## src/m8u_params.svh

```systemverilog
// Purpose: constants of the 8x8 unsigned product unit
// Assumes: byte-wide special register bus inside the core
// Notes:   product pair has no defined reset content
`ifndef M8U_PARAMS_SVH
`define M8U_PARAMS_SVH
// ==========================================================
// addresses
`define M8U_PRODUCT_LOW_ADDR  12'hff3
`define M8U_PRODUCT_HIGH_ADDR 12'hff4
// ==========================================================
// field positions
`define M8U_HIGH_MSB 15
`define M8U_HIGH_LSB 8
`define M8U_LOW_MSB  7
`define M8U_LOW_LSB  0
`define M8U_ADDR_W   12
`endif

```

## src/m8u_pkg.sv

```systemverilog
// Purpose: types of the 8x8 unsigned product unit
// Assumes: m8u_params.svh holds the numbers
// Notes:   none
`default_nettype none
package m8u_pkg;
  typedef struct packed {
    logic [7:0] high_byte;
    logic [7:0] low_byte;
  } m8u_product_t;
  typedef struct packed {
    logic        wr;
    logic [11:0] addr;
    logic [7:0]  data;
  } m8u_sfr_wr_t;
  typedef struct packed {
    logic [7:0] status;
  } m8u_flags_t;
endpackage
`default_nettype wire

```

## src/m8u_unit.sv

```systemverilog
// Purpose: 8x8 unsigned multiplier with product register pair
// Assumes: core issues one multiply strobe per instruction cycle
// Notes:   product readable the cycle after the strobe
//
// Summary of operation
// - operands multiply unsigned into a 16-bit pair, high byte on top.
// - status flags pass through untouched by a multiply.
// - both product bytes are written in the cycle of the multiply.
// - one operand is the working register, the other a register operand.
// - product pair is read/write at 0xff3 and 0xff4, unset by reset.
`timescale 1ns/100ps
`default_nettype none
`include "m8u_params.svh"
module m8u_unit #(
  parameter int OP_W = 8
) (
  input  wire logic                 clock_in,         // core clock
  input  wire logic                 rst_in,           // async reset, high
  input  wire logic                 mul_strobe_in,    // multiply this cycle
  input  wire logic [7:0]           working_reg_in,   // working register
  input  wire logic [7:0]           reg_operand_in,   // named operand
  input  wire m8u_pkg::m8u_sfr_wr_t sfr_wr_in,        // byte write port
  input  wire m8u_pkg::m8u_flags_t  flags_in,         // status flags in
  output logic [7:0]                product_low_byte_out,  // low byte
  output logic [7:0]                product_high_byte_out, // high byte
  output m8u_pkg::m8u_flags_t       flags_out         // status flags out
);
  import m8u_pkg::*;

  // ========================================================
  // elaboration checks
  if (OP_W != 8) begin : g_op_w_check
    $error("operand width must be 8");
  end

  // ========================================================
  // product arithmetic
  function automatic m8u_product_t umul(input logic [7:0] a,
                                        input logic [7:0] b);
    logic [15:0] p;
    p = 16'h0000;
    p = {8'h00, a} * {8'h00, b};
    umul = p;
  endfunction

  m8u_product_t product_pair_q;
  m8u_product_t product_d;
  m8u_flags_t   flags_q;
  logic         pair_known_q;

  always_comb begin
    product_d = umul(working_reg_in, reg_operand_in);
  end

  // ========================================================
  // product register pair
  // no reset on purpose: the pair powers up undefined
  always_ff @(posedge clock_in) begin
    if (mul_strobe_in) begin
      product_pair_q <= product_d;
    end else if (sfr_wr_in.wr) begin
      if (sfr_wr_in.addr == `M8U_PRODUCT_LOW_ADDR) begin
        product_pair_q.low_byte <= sfr_wr_in.data;
      end
      if (sfr_wr_in.addr == `M8U_PRODUCT_HIGH_ADDR) begin
        product_pair_q.high_byte <= sfr_wr_in.data;
      end
    end
  end

  // ========================================================
  // flags: multiply never alters them
  always_ff @(posedge clock_in or posedge rst_in) begin
    if (rst_in) begin
      flags_q <= '0;
    end else begin
      flags_q <= flags_in;
    end
  end

  // ========================================================
  // check helper: pair undefined until the first multiply
  always_ff @(posedge clock_in or posedge rst_in) begin
    if (rst_in) begin
      pair_known_q <= 1'b0;
    end else if (mul_strobe_in) begin
      pair_known_q <= 1'b1;
    end
  end

  always_comb begin
    product_low_byte_out  = product_pair_q.low_byte;
    product_high_byte_out = product_pair_q.high_byte;
    flags_out             = flags_q;
  end
endmodule
`default_nettype wire

```

## config.mk

```make
export PLATFORM = sky130hd
export DESIGN_NAME = m8u_unit
export DESIGN_NICKNAME = d
export VERILOG_FILES = /design/src/m8u_pkg.sv /design/src/m8u_unit.sv
export VERILOG_INCLUDE_DIRS = /design/src
export SDC_FILE = /design/constraint.sdc
export NUM_CORES = 1
export LEC_CHECK = 0
export ABC_AREA = 1
export BUFFER_PORTS_ARGS = -buffer_cell sky130_fd_sc_hd__buf_2
export CORE_ASPECT_RATIO = 1.25
export CORE_MARGIN = 5
export CORE_UTILIZATION = 44
export DETAILED_ROUTE_END_ITERATION = 7
export PLACE_DENSITY = 0.68
export SYNTH_ARGS = -nofsm -noshare
export SYNTH_HDL_FRONTEND = slang
export SYNTH_SLANG_ARGS = --single-unit
```

## constraint.sdc

```tcl
create_clock -name clock_in -period 0.8 [get_ports clock_in]
set_clock_uncertainty 0.2 [all_clocks]
set_input_delay 0.16 -clock clock_in [delete_from_list [all_inputs] [get_ports clock_in]]
set_output_delay 0.16 -clock clock_in [all_outputs]
set_load 0.05 [all_outputs]
```

Word-level counts from Yosys, hierarchy flattened --
Cells that the tools add are included.
Word-level totals: flip-flop bits (word level) 24, output and inout bits 24, word-level logic and storage cells 15
Cells by class: multipliers 1, equal/unequal tests 2, multiplexer cells 4, reduce and logical (&&, ||, !) cells 5
Operators with widths (number):
- 16-bit two-way mux | 2
- 12-bit == test, second input constant | 2
- 8-bit by 8-bit multiplier with 16-bit output | 1
- 8-bit two-way mux | 2
- 2-bit nonzero test | 3
- 2-bit AND reduction | 2

Longest topological paths before layout --
word-level depth 4, depth in mapped cells 21, gate-level depth less buffers 20

Worst setup path before layout --
No wires, ideal clock.
path kind input-to-reg, from input working_reg_in[0], to register product_pair_q (netlist bit product_high_byte_out[7]), data pin, setup time 0.253 ns, data arrival time 3.574 ns, data required time 0.347 ns, path slack -3.227 ns, stages 19, cells stage by stage clkbuf_1 nand2_1 fa_1 fa_1 inv_1 fa_1 inv_1 fa_1 inv_1 ha_1 nand2_1 inv_2 nand2_2 nor2_2 nand2_2 nand3_2 nand2_1 nand3_1 nand2_1
Between the ends: word-level cells in the longest chain between the ends 2
RTL lines:
- start: declaration | RTL line m8u_unit.sv:20 | input wire logic [7:0] working_reg_in,
- 8-bit by 8-bit multiplier with 16-bit output | RTL line m8u_unit.sv:42 | p = {8'h00, a} * {8'h00, b};
- 16-bit two-way mux | RTL line m8u_unit.sv:59 | if (mul_strobe_in) begin
- end signal: assignment | RTL line m8u_unit.sv:60 | product_pair_q <= product_d;
- end: declaration | RTL line m8u_unit.sv:46 | m8u_product_t product_pair_q;
No other way between the ends. A chain may end at the register's enable or synchronous reset.

Final worst setup path --
from input reg_operand_in[2], to register product_pair_q (netlist bit product_high_byte_out[6]), data pin
Between the ends: word-level cells in the longest chain between the ends 2
RTL lines:
- start: declaration | RTL line m8u_unit.sv:21 | input wire logic [7:0] reg_operand_in,
- 8-bit by 8-bit multiplier with 16-bit output | RTL line m8u_unit.sv:42
- 16-bit two-way mux | RTL line m8u_unit.sv:59
No other way between the ends.

==> impl_metrics.ini <==
[power_and_ir_drop]
power_frac_comb = 0.778
internal_power_mw = 6.32
total_power_mw = 12.0
pwr-share-seq = 0.144
swShare = 0.474
p_sw_mw = 5.70
ir_drop_mv = 2.07
powerDensity_nw_per_um2 = 2350
cellLeakagePower_nw = 2.87
clkPwrFrac = 0.078

[placed_design]
pre_cts_slack_ps = -3120
place_area_um2 = 4190
io_buffers = 71
numPlacedInstances = 642
gp_congestion = 0.919
dp_hpwl_um = 6540

[routing]
drcViolationCount = 0
route.vias.total = 3088
wl_per_cell_um = 12.9
postRouteAntennaNets = 0
routed_wl_um = 8420
dr.pass1.iters = 4
drtIter0Drc = 91
vias_per_cell = 4.74

[min_path]
hold_path.class = primary input to asynchronous set/reset pin

[yosys]
synth_cells = 455
ys_types = 24
synth_nets = 575
ys_warn_count = 0
seq_area_frac_synth = 0.206
netlist_area_um2 = 3310
postSynthAreaPerCell_um2 = 7.27
ys_seq_elements = 24

[clock_network]
clockRootBuffer = clkbuf_8
clk_pin_slew_worst_paths_ps = 90
cts-buffers-inserted = 3
cts_tree = yes
htreeDepth = 1
clock-sinks = 24
cts_buffer_depth = 2

[worst_setup_path]
crit_family = adder cells
crit_arrival_ps = 3360
cp.required_ps = 630
crit_top_cell = nand2_1
cp_max_fo = 6
cp-start-kind = primary input
cp-end-kind = flop
cpPeakStageDelay_ps = 520
slowest_stage = fa_1
crit_chain = buf_8 > nand2_4 > fa_1 > fa_1 > inv_1 > fa_1 > inv_1 > fa_1 > inv_2 > ha_4 > nand2_2 > nand2_2 > nand2_1 > nand2_1 > nand2_1 > nand3_1 > nand2_1 > nand3_1 > nand2_1
crit_buf_inv = 4
criticalPathCategory = primary input to flop

[timing]
final-setup-viol-count = 56
slew_viol_final = 0
hold_violations = 18
max_freq_mhz = 283
hold_ws_ps = -380
rsz0062_at_grt = true
relSlewSlack = 0.798
post-route-period-util = 4.41
final.setup.tns_ps = -46670
layout_setup_ws_ps = -2730
worstMarginPinSlew_ps = 303
fin_crit_ps = 3530

[floorplan]
core_um2 = 7360
io_pins = 72
dieHeight_um = 107
die_area_um2 = 9360
rows = 35
die_w_um = 87.5
start_util = 0.449

[global_route]
grt_start_max_net_pins = 15
grt_usage = 0.183
grt_pass1_wl_um = 13800
antenna_found_initial = 0
grt_pass1_vias = 3172
overflow = 0

[finish]
areaGrowthSynthToFinish_pct = 54.7
postLayoutCellArea_um2 = 5110
n_fill_cell = 527
final_cell_mix = nand2_1, inv_1, buf_6
layout_commonest_cell = nand2_1
num_antenna_cells = 0
final_util = 0.695
final_nets = 680
final_cells = 651
layout-drive-gt1-share = 0.467

[flow_run]
drv_cap = 0

[run_status]
violations = negative hold slack, negative setup slack
run_status = finished, violations left
## final cells by class
class / count / area, um^2 / share of cell area
Multi-Input combinational cell: 283 / 2640 / 0.516
Timing Repair Buffer: 118 / 1100 / 0.214
Sequential cell: 24 / 691 / 0.135
Inverter: 130 / 505 / 0.0989
Tap cell: 92 / 115 / 0.0225
Clock buffer: 4 / 66.3 / 0.0130
## cells in the mapped netlist (all sizes together)
| cell | number | area, um^2 |
|---|---|---|
| ha | 36 | 450 |
| xnor2 | 1 | 8.76 |
| nand3 | 20 | 115 |
| a21oi | 7 | 35.0 |
| clkbuf | 15 | 56.3 |
| edfxtp | 16 | 480 |
| nor3 | 2 | 10.0 |
| dfrtp | 8 | 200 |
| nand4 | 4 | 25.0 |
| nor2 | 14 | 57.6 |
| o21ai | 7 | 35.0 |
| a41o | 1 | 10.0 |
| fa | 36 | 721 |
| buf | 3 | 17.5 |
| or2 | 1 | 6.26 |
| nand2 | 153 | 582 |
| nand3b | 1 | 7.51 |
| inv | 130 | 488 |
## timing repair
item	CTS	global route
setup buffers	3	4
pin swaps	49	53
gates resized for setup	140	85
endpoints found under the setup margin	55	56
endpoints found under the hold margin	24	19
## worst paths after layout
path / from / to / slack, ps / cells past startpoint
setup / recovery: reg_operand_in[2] / product_high_byte_out[6] / -2730 / 19
hold / removal: rst_in / flags_out[4] / -380 / 2
max in group asynchronous: rst_in / flags_out[6] / 530 / 2
min in group clock_in: flags_in[7] / flags_out[7] / -210 / 1
## sequential cells by signal, summed over array words and instances, names as in the netlist
register / cells
flags_out: 8
product_high_byte_out: 8
product_low_byte_out: 8
## power groups by stage
stage	logic, mW	clock network [mW]	registers [mW]
after global routing	10.3	1.02	1.76
final	9.35	0.938	1.73
after detailed placement	7.29	0	1.69
after CTS	8.22	0.950	1.74
after floorplan	4.58	0	2.47
after global placement	7.12	0	1.69
## metal layers
metal / vias to the layer above / routed length (um) / GRT usage
met5: - / 0 / 0
met4: 0 / 102 / 0.0482
met3: 9 / 399 / 0.00999
met2: 93 / 4720 / 0.353
met1: 1450 / 3200 / 0.212
li1: 1536 / - / -
## cells by family after synthesis
| group | after synthesis | share of synthesized area |
|---|---|---|
| fa+ha+maj | 72 | 0.354 |
| buf+inv | 148 | 0.170 |
| simple gates | 195 | 0.243 |
| xor+xnor | 1 | 0.00265 |
| flops | 24 | 0.206 |
| compound gates | 15 | 0.0242 |
(Power assumes the default switching activity.)
